### src/plcled_pkg.sv
// Package for the front-panel status indicator encoder.
// Assumes a single 10 MHz system clock shared with the status logic.
package plcled_pkg;

  // ****************************************************************
  // Timing
  // ****************************************************************
  localparam int unsigned CLK_PERIOD_NS = 100;
  localparam int unsigned TICK_TIME_NS  = 1000000;
  localparam int unsigned TICK_CYCLES   = TICK_TIME_NS / CLK_PERIOD_NS;

  // Flash periods in milliseconds; the frame must be a multiple of each
  localparam logic [10:0] INIT_FLASH_MS = 11'h7D0;
  localparam logic [10:0] EXCH_FLASH_MS = 11'h190;
  localparam logic [10:0] GEN_FLASH_MS  = 11'h3E8;
  localparam logic [10:0] FRAME_MS      = 11'h7D0;

  // ****************************************************************
  // Lamp positions and reset value
  // ****************************************************************
  localparam int unsigned LAMP_READY   = 0;
  localparam int unsigned LAMP_ERROR   = 1;
  localparam int unsigned LAMP_PROGRUN = 2;
  localparam int unsigned LAMP_USER    = 3;
  localparam int unsigned LAMP_BATTERY = 4;
  localparam int unsigned LAMP_CARD    = 5;
  localparam int unsigned LAMP_COUNT   = 6;
  localparam logic        LAMP_RESET   = 1'h0;

  // ****************************************************************
  // Types
  // ****************************************************************
  typedef enum logic [1:0] {
    PLCLED_ERR_NONE     = 2'h0,
    PLCLED_ERR_MINOR    = 2'h1,
    PLCLED_ERR_MODERATE = 2'h2,
    PLCLED_ERR_MAJOR    = 2'h3
  } plcled_err_t;

  typedef enum logic [1:0] {
    PLCLED_CPU_STOP  = 2'h0,
    PLCLED_CPU_RUN   = 2'h1,
    PLCLED_CPU_PAUSE = 2'h2
  } plcled_cpu_t;

  typedef enum logic [1:0] {
    PLCLED_CARD_ABSENT   = 2'h0,
    PLCLED_CARD_UNUSABLE = 2'h1,
    PLCLED_CARD_READYING = 2'h2,
    PLCLED_CARD_USABLE   = 2'h3
  } plcled_card_t;

  // Undetermined -> control or standby; control <-> standby flips one bit
  typedef enum logic [1:0] {
    PLCLED_ROLE_UNDET   = 2'h0,
    PLCLED_ROLE_CONTROL = 2'h1,
    PLCLED_ROLE_STANDBY = 2'h3
  } plcled_role_t;

  typedef enum logic [2:0] {
    PLCLED_LAMP_OFF   = 3'h0,
    PLCLED_LAMP_ON    = 3'h1,
    PLCLED_LAMP_FINIT = 3'h2,
    PLCLED_LAMP_FEXCH = 3'h3,
    PLCLED_LAMP_FGEN  = 3'h4
  } plcled_mode_t;

  typedef struct packed {
    logic         init_busy;
    logic         online_exchange;
    plcled_err_t  err_level;
    plcled_cpu_t  cpu_state;
    logic         stop_error;
    logic         run_wait;
    logic         both_running;
    logic         redundant;
    logic         backup_mode;
    logic         battery_low;
    plcled_card_t card_state;
  } plcled_status_t;

  typedef struct packed {
    logic ready;
    logic error;
    logic program_run;
    logic user;
    logic battery;
    logic card_ready;
  } plcled_lamps_t;

endpackage

### src/plcled_encoder.sv
// Front-panel status indicator encoder: turns CPU status into lamp drive.
// Assumes all status inputs come from logic on sys_clk; lamps are driven
// active high, one bit per lamp.
`timescale 1ns/10ps
`default_nettype none

module plcled_encoder #(
  parameter int unsigned ANN_WIDTH   = 8,
  parameter int unsigned TICK_CYCLES = plcled_pkg::TICK_CYCLES
) (
  input  wire logic                      sys_clk,
  input  wire logic                      sys_rst,
  input  wire plcled_pkg::plcled_status_t status,
  input  wire logic [ANN_WIDTH-1:0]      annunciator,
  input  wire logic                      system_a_strap,
  input  wire logic                      start_both,
  input  wire logic                      role_switch,
  output      plcled_pkg::plcled_lamps_t lamps,
  output      logic                      control_system_indicator,
  output      logic                      standby_system_indicator
);
  import plcled_pkg::*;

  localparam int unsigned TICK_W = $clog2(TICK_CYCLES + 1);

  // ****************************************************************
  // Elaboration checks
  // ****************************************************************
  if (TICK_CYCLES < 1) begin : g_bad_tick
    $error("TICK_CYCLES must be at least one");
  end
  if (ANN_WIDTH < 1) begin : g_bad_ann
    $error("ANN_WIDTH must be at least one");
  end
  // Flash periods must tile the frame, or the phase jumps at the wrap
  if ((FRAME_MS % INIT_FLASH_MS) != 11'h000) begin : g_bad_init
    $error("FRAME_MS must be a multiple of INIT_FLASH_MS");
  end
  if ((FRAME_MS % EXCH_FLASH_MS) != 11'h000) begin : g_bad_exch
    $error("FRAME_MS must be a multiple of EXCH_FLASH_MS");
  end
  if ((FRAME_MS % GEN_FLASH_MS) != 11'h000) begin : g_bad_gen
    $error("FRAME_MS must be a multiple of GEN_FLASH_MS");
  end
  // Odd periods cannot give a 50 percent duty cycle
  if ((INIT_FLASH_MS[0] | EXCH_FLASH_MS[0] | GEN_FLASH_MS[0]) != 1'h0) begin : g_bad_duty
    $error("Flash periods must be even");
  end

  // ****************************************************************
  // Prescaler
  // ****************************************************************
  logic [TICK_W-1:0] tick_cnt;
  logic [10:0]       ms_cnt;
  logic              ms_tick;

  assign ms_tick = (tick_cnt == TICK_W'(TICK_CYCLES - 1));

  // Free running, never held by status
  always_ff @(posedge sys_clk) begin
    if (sys_rst) begin
      tick_cnt <= '0;
    end else if (ms_tick) begin
      tick_cnt <= '0;
    end else begin
      tick_cnt <= tick_cnt + TICK_W'(1);
    end
  end

  // Counts milliseconds within one frame
  always_ff @(posedge sys_clk) begin
    if (sys_rst) begin
      ms_cnt <= 11'h000;
    end else if (ms_tick) begin
      if (ms_cnt == FRAME_MS - 11'h001) begin
        ms_cnt <= 11'h000;
      end else begin
        ms_cnt <= ms_cnt + 11'h001;
      end
    end
  end

  // First half of each period lit
  logic phase_init;
  logic phase_exch;
  logic phase_gen;

  assign phase_init = (ms_cnt % INIT_FLASH_MS) < (INIT_FLASH_MS >> 1);
  assign phase_exch = (ms_cnt % EXCH_FLASH_MS) < (EXCH_FLASH_MS >> 1);
  assign phase_gen  = (ms_cnt % GEN_FLASH_MS) < (GEN_FLASH_MS >> 1);

  // ****************************************************************
  // Start-up sampling and system role
  // ****************************************************************
  logic         sampled;
  logic         is_system_a;
  plcled_role_t role;

  // Marks that the status inputs have been seen once
  always_ff @(posedge sys_clk) begin
    if (sys_rst) begin
      sampled <= 1'h0;
    end else begin
      sampled <= 1'h1;
    end
  end

  // The A/B strap is a board pin: two flops before anything reads it
  // Runs through reset so the value has settled by release
  logic strap_meta;
  logic strap_sync;

  always_ff @(posedge sys_clk) begin
    strap_meta <= system_a_strap;
    strap_sync <= strap_meta;
  end

  // Strap caught on the first edge after reset release
  always_ff @(posedge sys_clk) begin
    if (sys_rst) begin
      is_system_a <= 1'h0;
    end else if (!sampled) begin
      is_system_a <= strap_sync;
    end
  end

  always_ff @(posedge sys_clk) begin
    if (sys_rst) begin
      role <= PLCLED_ROLE_UNDET;
    end else begin
      case (role)
        PLCLED_ROLE_UNDET: begin
          if (start_both && sampled) begin
            role <= is_system_a ? PLCLED_ROLE_CONTROL : PLCLED_ROLE_STANDBY;
          end
        end
        // Switching swaps the role only; the A/B strap stays put
        PLCLED_ROLE_CONTROL: begin
          if (role_switch) begin
            role <= PLCLED_ROLE_STANDBY;
          end
        end
        PLCLED_ROLE_STANDBY: begin
          if (role_switch) begin
            role <= PLCLED_ROLE_CONTROL;
          end
        end
        default: begin
          role <= PLCLED_ROLE_UNDET;
        end
      endcase
    end
  end

  // Role indicators follow the role register by one edge
  always_ff @(posedge sys_clk) begin
    if (sys_rst) begin
      control_system_indicator <= LAMP_RESET;
      standby_system_indicator <= LAMP_RESET;
    end else begin
      control_system_indicator <= (role == PLCLED_ROLE_CONTROL);
      standby_system_indicator <= (role == PLCLED_ROLE_STANDBY);
    end
  end

  // ****************************************************************
  // Mode selection
  // ****************************************************************
  plcled_mode_t mode [LAMP_COUNT];
  plcled_mode_t std_run;
  plcled_mode_t red_run;

  // Standalone and control-system program-run
  always_comb begin
    std_run = PLCLED_LAMP_OFF;
    if (!status.stop_error) begin
      if (status.cpu_state == PLCLED_CPU_RUN) begin
        std_run = PLCLED_LAMP_ON;
      end else if (status.cpu_state == PLCLED_CPU_PAUSE) begin
        std_run = PLCLED_LAMP_FGEN;
      end
    end
  end

  // Redundant program-run by role and operating mode
  always_comb begin
    red_run = PLCLED_LAMP_OFF;
    case (role)
      PLCLED_ROLE_CONTROL: begin
        red_run = std_run;
      end
      PLCLED_ROLE_STANDBY: begin
        if (status.backup_mode) begin
          if (status.both_running) begin
            red_run = std_run;
          end else begin
            red_run = PLCLED_LAMP_OFF;
          end
        end else if (status.stop_error) begin
          red_run = PLCLED_LAMP_OFF;
        end else if (status.cpu_state == PLCLED_CPU_RUN) begin
          red_run = PLCLED_LAMP_ON;
        end else if (status.cpu_state == PLCLED_CPU_PAUSE || status.run_wait) begin
          red_run = PLCLED_LAMP_FGEN;
        end
      end
      default: begin
        red_run = status.run_wait ? PLCLED_LAMP_FGEN : PLCLED_LAMP_OFF;
      end
    endcase
  end

  // Ready and error precedence: init, major, exchange, then level
  always_comb begin
    mode[LAMP_READY] = PLCLED_LAMP_ON;
    mode[LAMP_ERROR] = PLCLED_LAMP_OFF;
    if (status.init_busy) begin
      mode[LAMP_READY] = PLCLED_LAMP_FINIT;
    end else if (status.err_level == PLCLED_ERR_MAJOR) begin
      mode[LAMP_READY] = PLCLED_LAMP_OFF;
      mode[LAMP_ERROR] = status.stop_error ? PLCLED_LAMP_ON : PLCLED_LAMP_FGEN;
    end else if (status.online_exchange) begin
      mode[LAMP_READY] = PLCLED_LAMP_FEXCH;
      if (status.err_level == PLCLED_ERR_MINOR) begin
        mode[LAMP_ERROR] = PLCLED_LAMP_ON;
      end
    end else if (status.err_level == PLCLED_ERR_MINOR) begin
      mode[LAMP_ERROR] = PLCLED_LAMP_ON;
    end else if (status.err_level == PLCLED_ERR_MODERATE) begin
      mode[LAMP_ERROR] = PLCLED_LAMP_FGEN;
    end
    mode[LAMP_PROGRUN] = status.redundant ? red_run : std_run;
    mode[LAMP_USER]    = (|annunciator) ? PLCLED_LAMP_ON : PLCLED_LAMP_OFF;
    mode[LAMP_BATTERY] = status.battery_low ? PLCLED_LAMP_FGEN : PLCLED_LAMP_OFF;
    case (status.card_state)
      PLCLED_CARD_USABLE:   mode[LAMP_CARD] = PLCLED_LAMP_ON;
      PLCLED_CARD_READYING: mode[LAMP_CARD] = PLCLED_LAMP_FGEN;
      default:              mode[LAMP_CARD] = PLCLED_LAMP_OFF;
    endcase
  end

  // ****************************************************************
  // Lamp drive
  // ****************************************************************
  logic lamp_bit [LAMP_COUNT];

  // Each lamp picks its drive from its mode and the shared phases
  for (genvar i = 0; i < LAMP_COUNT; i++) begin : g_lamp
    logic next_lamp;

    always_comb begin
      case (mode[i])
        PLCLED_LAMP_ON:    next_lamp = 1'h1;
        PLCLED_LAMP_FINIT: next_lamp = phase_init;
        PLCLED_LAMP_FEXCH: next_lamp = phase_exch;
        PLCLED_LAMP_FGEN:  next_lamp = phase_gen;
        default:           next_lamp = 1'h0;
      endcase
    end

    always_ff @(posedge sys_clk) begin
      if (sys_rst) begin
        lamp_bit[i] <= LAMP_RESET;
      end else begin
        lamp_bit[i] <= sampled ? next_lamp : LAMP_RESET;
      end
    end
  end

  // ****************************************************************
  // Panel output
  // ****************************************************************
  // One driver for the whole panel word
  assign lamps = '{
    ready:       lamp_bit[LAMP_READY],
    error:       lamp_bit[LAMP_ERROR],
    program_run: lamp_bit[LAMP_PROGRUN],
    user:        lamp_bit[LAMP_USER],
    battery:     lamp_bit[LAMP_BATTERY],
    card_ready:  lamp_bit[LAMP_CARD]
  };

endmodule

`default_nettype wire

### config.mk
export PLATFORM = sky130hd
export DESIGN_NAME = plcled_encoder
export DESIGN_NICKNAME = d
export VERILOG_FILES = /design/src/plcled_pkg.sv /design/src/plcled_encoder.sv
export SDC_FILE = /design/constraint.sdc
export NUM_CORES = 1
export LEC_CHECK = 0
export CAP_MARGIN = 0
export CORE_MARGIN = 2
export CORE_UTILIZATION = 50
export CTS_CLUSTER_SIZE = 16
export DETAILED_ROUTE_END_ITERATION = 8
export DONT_BUFFER_PORTS = 1
export SKIP_LAST_GASP = 1
export SLEW_MARGIN = 0
export SYNTH_ARGS = -nofsm -noshare
export SYNTH_HDL_FRONTEND = slang
export SYNTH_SLANG_ARGS = --single-unit
### constraint.sdc
create_clock -name sys_clk -period 2.4 [get_ports sys_clk]
set_clock_uncertainty 0.15 [all_clocks]
set_input_delay 0.24 -clock sys_clk [delete_from_list [all_inputs] [get_ports sys_clk]]
set_output_delay 0.24 -clock sys_clk [all_outputs]
set_load 0.02 [all_outputs]
After elaboration in Yosys (flattened, before gate mapping)
Memory sizes are Yosys's and may differ from the RTL's.
Index checks and enable logic that the tools add are counted.
{ "op_classes": {"div": 3, "order_cmp": 3, "n_addsub": 2, "eq_ne": 38, "n_reduce_logical": 6, "bitwise_logic": 6, "muxes": 50} }
{ "ops": {"columns": ["operator", "n"], "rows": [
  ["3-bit 2-to-1 mux", 17],
  ["3-bit by 2-bit == test with 1-bit output (second input constant)", 10],
  ["1-bit case mux with 4 select lines", 6],
  ["1-bit 2-to-1 mux", 17],
  ["3-bit by 1-bit == test with 1-bit output (second input constant)", 5],
  ["3-bit == test (second input constant)", 5],
  ["14-bit by 1-bit adder with 14-bit output (second input constant)", 1],
  ["14-bit == test (second input constant)", 1],
  ["2-bit == test (second input constant)", 6],
  ["3-bit case mux with 2 select lines", 2],
  ["11-bit by 1-bit adder with 11-bit output (second input constant)", 1],
  ["11-bit == test (second input constant)", 1],
  ["11-bit by 10-bit less-than comparator with 1-bit output (second input constant)", 1],
  ["11-bit by 8-bit less-than comparator with 1-bit output (second input constant)", 1],
  ["11-bit by 9-bit less-than comparator with 1-bit output (second input constant)", 1],
  ["11-bit by 10-bit modulo with 11-bit output (second input constant)", 1],
  ["11-bit by 11-bit modulo with 11-bit output (second input constant)", 1],
  ["11-bit by 9-bit modulo with 11-bit output (second input constant)", 1],
  ["11-bit 2-to-1 mux", 1],
  ["2-bit 2-to-1 mux", 5],
  ["8-bit OR reduction", 1],
  ["2-bit by 1-bit == test with 1-bit output (second input constant)", 3],
  ["2-bit != test (second input constant)", 3],
  ["1-bit bitwise OR", 6],
  ["10 further kinds", 11]
]} }
{ "totals": {"regBits": 33, "word_cells": 118, "output_inout_bits": 8, "ramBits": 6, "n_memories": 1} }
{ "memory_table": {"columns": ["name", "depth", "width", "rd", "rd_clocked_by_memory_dff", "write_ports", "line_no", "rtl"], "rows": [
  ["lamp_bit", 6, 1, 6, 0, 6, "plcled_encoder.sv:245", "logic lamp_bit [LAMP_COUNT];"]
]} }

Depth between registers and ports, before layout
{ "depth": {"ltp_word": 12, "depth_mapped": 9, "ltp_nobuf": 9} }

Least setup slack after synthesis
No wires, ideal clock.
{ "synth_timing": {"path_type": "register -> register", "start": "reg tick_cnt[0]", "end": "reg ms_cnt[9]", "synth_period_minus_slack_ns": 2.045, "stages_incl_launch_ff": 8, "required_ns": 2.178, "setup_slack_ns": 0.355, "path_buffers": 0, "arrival_ns": 1.823, "setup_time_ns": 0.072, "cell_sequence": "dfxtp_1 ha_1 and3_1 nand4_1 nor4_2 nand3_1 or3_1 a21oi_1"} }
{ "synth_via": {"elab_chain_len": 1} }
{ "synth_rtl": {"columns": ["item", "line_no", "rtl"], "rows": [
  ["start: declaration", "plcled_encoder.sv:53", "logic [TICK_W-1:0] tick_cnt;"],
  ["start signal: assignment", "plcled_encoder.sv:66", "tick_cnt <= tick_cnt + TICK_W'(1);"],
  ["14-bit == test", "plcled_encoder.sv:57", "assign ms_tick = (tick_cnt == TICK_W'(TICK_CYCLES - 1));"],
  ["end signal: assignment", "plcled_encoder.sv:78", "ms_cnt <= ms_cnt + 11'h001;"],
  ["end: declaration", "plcled_encoder.sv:54", "logic [10:0] ms_cnt;"]
]} }
Every way passes these cells.
A chain may end at the register's enable or synchronous reset.

==> run_results.csv <==
group,metric,value,unit
synthesis,synth_sequential_area_ratio,0.3207,
setup_path,crit_top_cell,"sky130_fd_sc_hd__buf_4",
global_routing,groute.usage.overall,0.2106,
setup_path,critPathSlowestCell,"sky130_fd_sc_hd__dfxtp_1",
cells_and_area,layout.cells.non_filler,388,
clock_network,cts.sinks,39,
setup_path,timing.rr.start,"ms_cnt[9]$_SDFFE_PP0P_",
clock_network,h-tree-depth,2,
clock_network,cts_tree,"done",
setup_path,timing.critical_path.slowest_cell_delay,0.44,ns
floorplan,core_area,0.004723,mm2
floorplan,die_h,73.79,um
global_routing,grt_remaining_overflow,0,
setup_path,r2r_end,"lamp_bit[0]$_SDFF_PP0_",
setup_path,critPathLaunchType,"flip-flop",
placement,numPortBuffers,0,
setup_path,setup_slack_of_the_worst_register_to_register_path,0.17,ns
route,route.vias.total,2172,
clock_network,clkSlewWorstSetupHoldPaths,0.08,ns
synthesis,postSynthAreaPerCell,8.009,um2
timing,fin_crit_sh,0.9291,
power_and_ir_drop,p_per_area,424.8,mW/mm2
global_routing,grt_pass1_wl,8852,um
global_routing,number_of_antenna_violations_at_the_first_check_in_global_routing,0,
cells_and_area,fillCellCount,438,
floorplan,floorplan.initialDensity,0.5155,
setup_path,critical_path_cell_by_cell,"buf_4 > nand2b_1 > a2bb2oi_1 > o211a_1 > a221oi_1 > buf_4 > mux2i_1 > nor3_1 > a2111oi_2",
floorplan,ioPinCount,35,
cells_and_area,final_layout_size_suffix_gt1_frac,0.1340,
route,route.detailed.wl_per_inst,13.47,um
route,drt_pass1_iterations,4,
timing,unrepaired_setup_endpoints_after_global_routing,"false",
power_and_ir_drop,total_power,0.001168,W
synthesis,number_of_enable_flip_flop_cells_after_synthesis,0,
placement,placement.setup.worst_slack,0.07066,ns
floorplan,fp-row-count,25,
cells_and_area,area_growth_syn_to_layout,12.90,%
clock_network,clock_insertion_delay_worst_skew,0.29,ns
route,drt_first_iter_violations,93,
route,antenna_left,0,
cells_and_area,seq_area,783.3,um2
setup_path,worstSetupStartpoint,"ms_cnt[9]$_SDFFE_PP0P_",
global_routing,via_count_of_the_first_global_routing_pass,1935,
timing,highest_attainable_clock_frequency,448.4,MHz
timing,hold_violation_count_in_the_final_report,0,
synthesis,ys.warnings.count,0,
setup_path,critical_path_class,"flip-flop to flip-flop",
clock_network,max-clock-path-buffers,2,
timing,report.final.setup_viol,0,
timing,finalCriticalPeriod,2.230,ns
flow_run,max_cap_viol_count,0,
synthesis,synthArstFlopShare,0,
synthesis,ff_latch_count_synth,39,
route,drc,0,
status,status,"finished clean",
power_and_ir_drop,ir_drop,366.9,uV
placement,dp.final_hpwl,3818,um
setup_path,timing.reg2reg.worst_path_depth,9,
timing,relSlewSlack,0.6687,
cells_and_area,n_antenna_cell,0,
route,viasPerCell,5.598,
synthesis,synthesis.area,0.002435,mm2
setup_path,critical_path.endpoint_type,"flip-flop",
timing,final-max-slew-violation-count,0,
floorplan,design.die.area,0.005444,mm2
setup_path,timing.critical_path.fanout_max,5,
synthesis,synth.net_count,338,
setup_path,worst-endpoint-arrival,2.26,ns
cells_and_area,multiInputGateArea,0.001470,mm2
timing,holdWs,0.03564,ns
placement,placed_cells,370,
synthesis,synthDistinctLibCells,57,
setup_path,endpoint,"lamp_bit[0]$_SDFF_PP0_",
placement,globalplace.congestion,0.8632,
power_and_ir_drop,static-leakage-power,1.055,nW
setup_path,crit_required,2.43,ns
timing,layout_setup_ws,0.1700,ns
timing,worst_pin_slew,0.4962,ns
global_routing,grt_max_degree,17,
timing,setup_total_negative_slack,0,ns
route,detail_route.wirelength,5225,um
floorplan,chipWidth,73.79,um
clock_network,postCtsSetupRepairBufs,0,
synthesis,synth_top_flop_cell,"sky130_fd_sc_hd__dfxtp_1",
cells_and_area,nets,354,
clock_network,clockRootBuffer,"sky130_fd_sc_hd__clkbuf_8",
synthesis,syn-instance-count,304,
clock_network,tritoncts_buffers,5,
hold_path,worst_hold_path_type,"primary input to flip-flop",
==> worst min path at each step <==
stage                   start                     end  depth (start not counted)  slack [ns]
2_1_floorplan  system_a_strap      strap_meta$_DFF_P_                          0        0.12
3_3_place_gp   system_a_strap      strap_meta$_DFF_P_                          0        0.12
3_5_place_dp   system_a_strap      strap_meta$_DFF_P_                          0        0.12
4_1_cts               sys_rst  ms_cnt[1]$_SDFFE_PP0P_                          3        0.03
5_1_grt               sys_rst  ms_cnt[1]$_SDFFE_PP0P_                          3        0.07
6_report              sys_rst  ms_cnt[1]$_SDFFE_PP0P_                          3        0.04
==> critical path, delay by kind of cell (launching register included) <==
| family | cells | cell delay [ns] |
|---|---|---|
| AO/OA/AOI/OAI | 4 | 0.81 |
| buffers and inverters | 2 | 0.35 |
| flip-flops | 1 | 0.44 |
| multiplexers | 1 | 0.19 |
| AND/OR/NAND/NOR | 2 | 0.18 |
==> power breakdown <==
part	leakage, nW	internal (W)	switching [W]
registers	0.318	0.000662	0.0000183
logic	0.695	0.0000343	0.0000333
clock network	0.0422	0.000204	0.000216
==> flip-flops by register name, summed over array words and instances (netlist names) <==
name                      cells
lamp_bit                      6
tick_cnt                     14
ms_cnt                       11
standby_system_indicator      1
strap_sync                    1
role                          2
control_system_indicator      1
strap_meta                    1
is_system_a                   1
sampled                       1
==> layout by cell type (no fill, tap or decap), drive strengths merged, types with 4 or more instances in the layout <==
cell type	instances
nand4	6
xor2	10
nor4	4
nand3	14
dfxtp	39
nand2	25
a21oi	18
nor2	35
dlygate4sd3	10
o211a	4
ha	7
nor3	9
nand2b	6
buf	22
xnor2	8
mux2i	4
or3	5
o21ai	15
and3	7
inv	13
clkbuf	7
nor2b	5
==> synthesized netlist by cell type, drive strengths merged, types with 7 or more instances <==
cell   count  area share
and3       7       0.018
buf       18       0.049
nor2      35       0.054
ha         7       0.036
a21oi     18       0.037
o21ai     15       0.031
nor3       9       0.025
xnor2      8       0.029
xor2      10       0.036
inv       13       0.020
dfxtp     39        0.32
nand3     14       0.029
nand2     25       0.039
==> cells by family after synthesis <==
family | synth area share
AND/OR/NAND/NOR | 0.2641
AO/OA/AOI/OAI | 0.2148
flip-flops | 0.3207
buffers and inverters | 0.07862
XOR/XNOR | 0.06475
adder cells (fa/ha/maj) | 0.03597
multiplexers | 0.02107
==> what timing repair did <==
item | in CTS | in global routing
hold buffers | 10 | 0
gates resized for setup | 0 | 3
setup endpoints to repair | 0 | 3
hold endpoints to repair | 11 | 0
==> area by class of cell <==
| cell class | instances | area share |
|---|---|---|
| clock buffers | 7 | 0.02777 |
| clock inverters | 1 | 0.001821 |
| inverters | 14 | 0.01912 |
| multi-input cells | 228 | 0.5348 |
| flip-flops and latches | 39 | 0.2849 |
| well taps | 67 | 0.03050 |
| repair buffers | 32 | 0.1010 |
==> through the flow <==
| step | util | cell area [um2] |
|---|---|---|
| finish | 0.5820 | 2749 |
| global route | 0.5820 | 2749 |
| CTS | 0.5799 | 2739 |
| detailed placement | 0.5415 | 2557 |
| global placement | 0.5415 | 2557 |
| floorplan | - | 2435 |
==> metal layers <==
| metal | vias up | track usage | part of all wire |
|---|---|---|---|
| met2 | 31 | 0.3194 | 0.47 |
| met4 | 0 | 0.08889 | 0.021 |
| met3 | 8 | 0.04252 | 0.025 |
| met5 | - | 0 | 0 |
| met1 | 1019 | 0.2894 | 0.48 |
| li1 | 1114 | - | - |
Note: power is estimated with default switching activity, not from simulation.
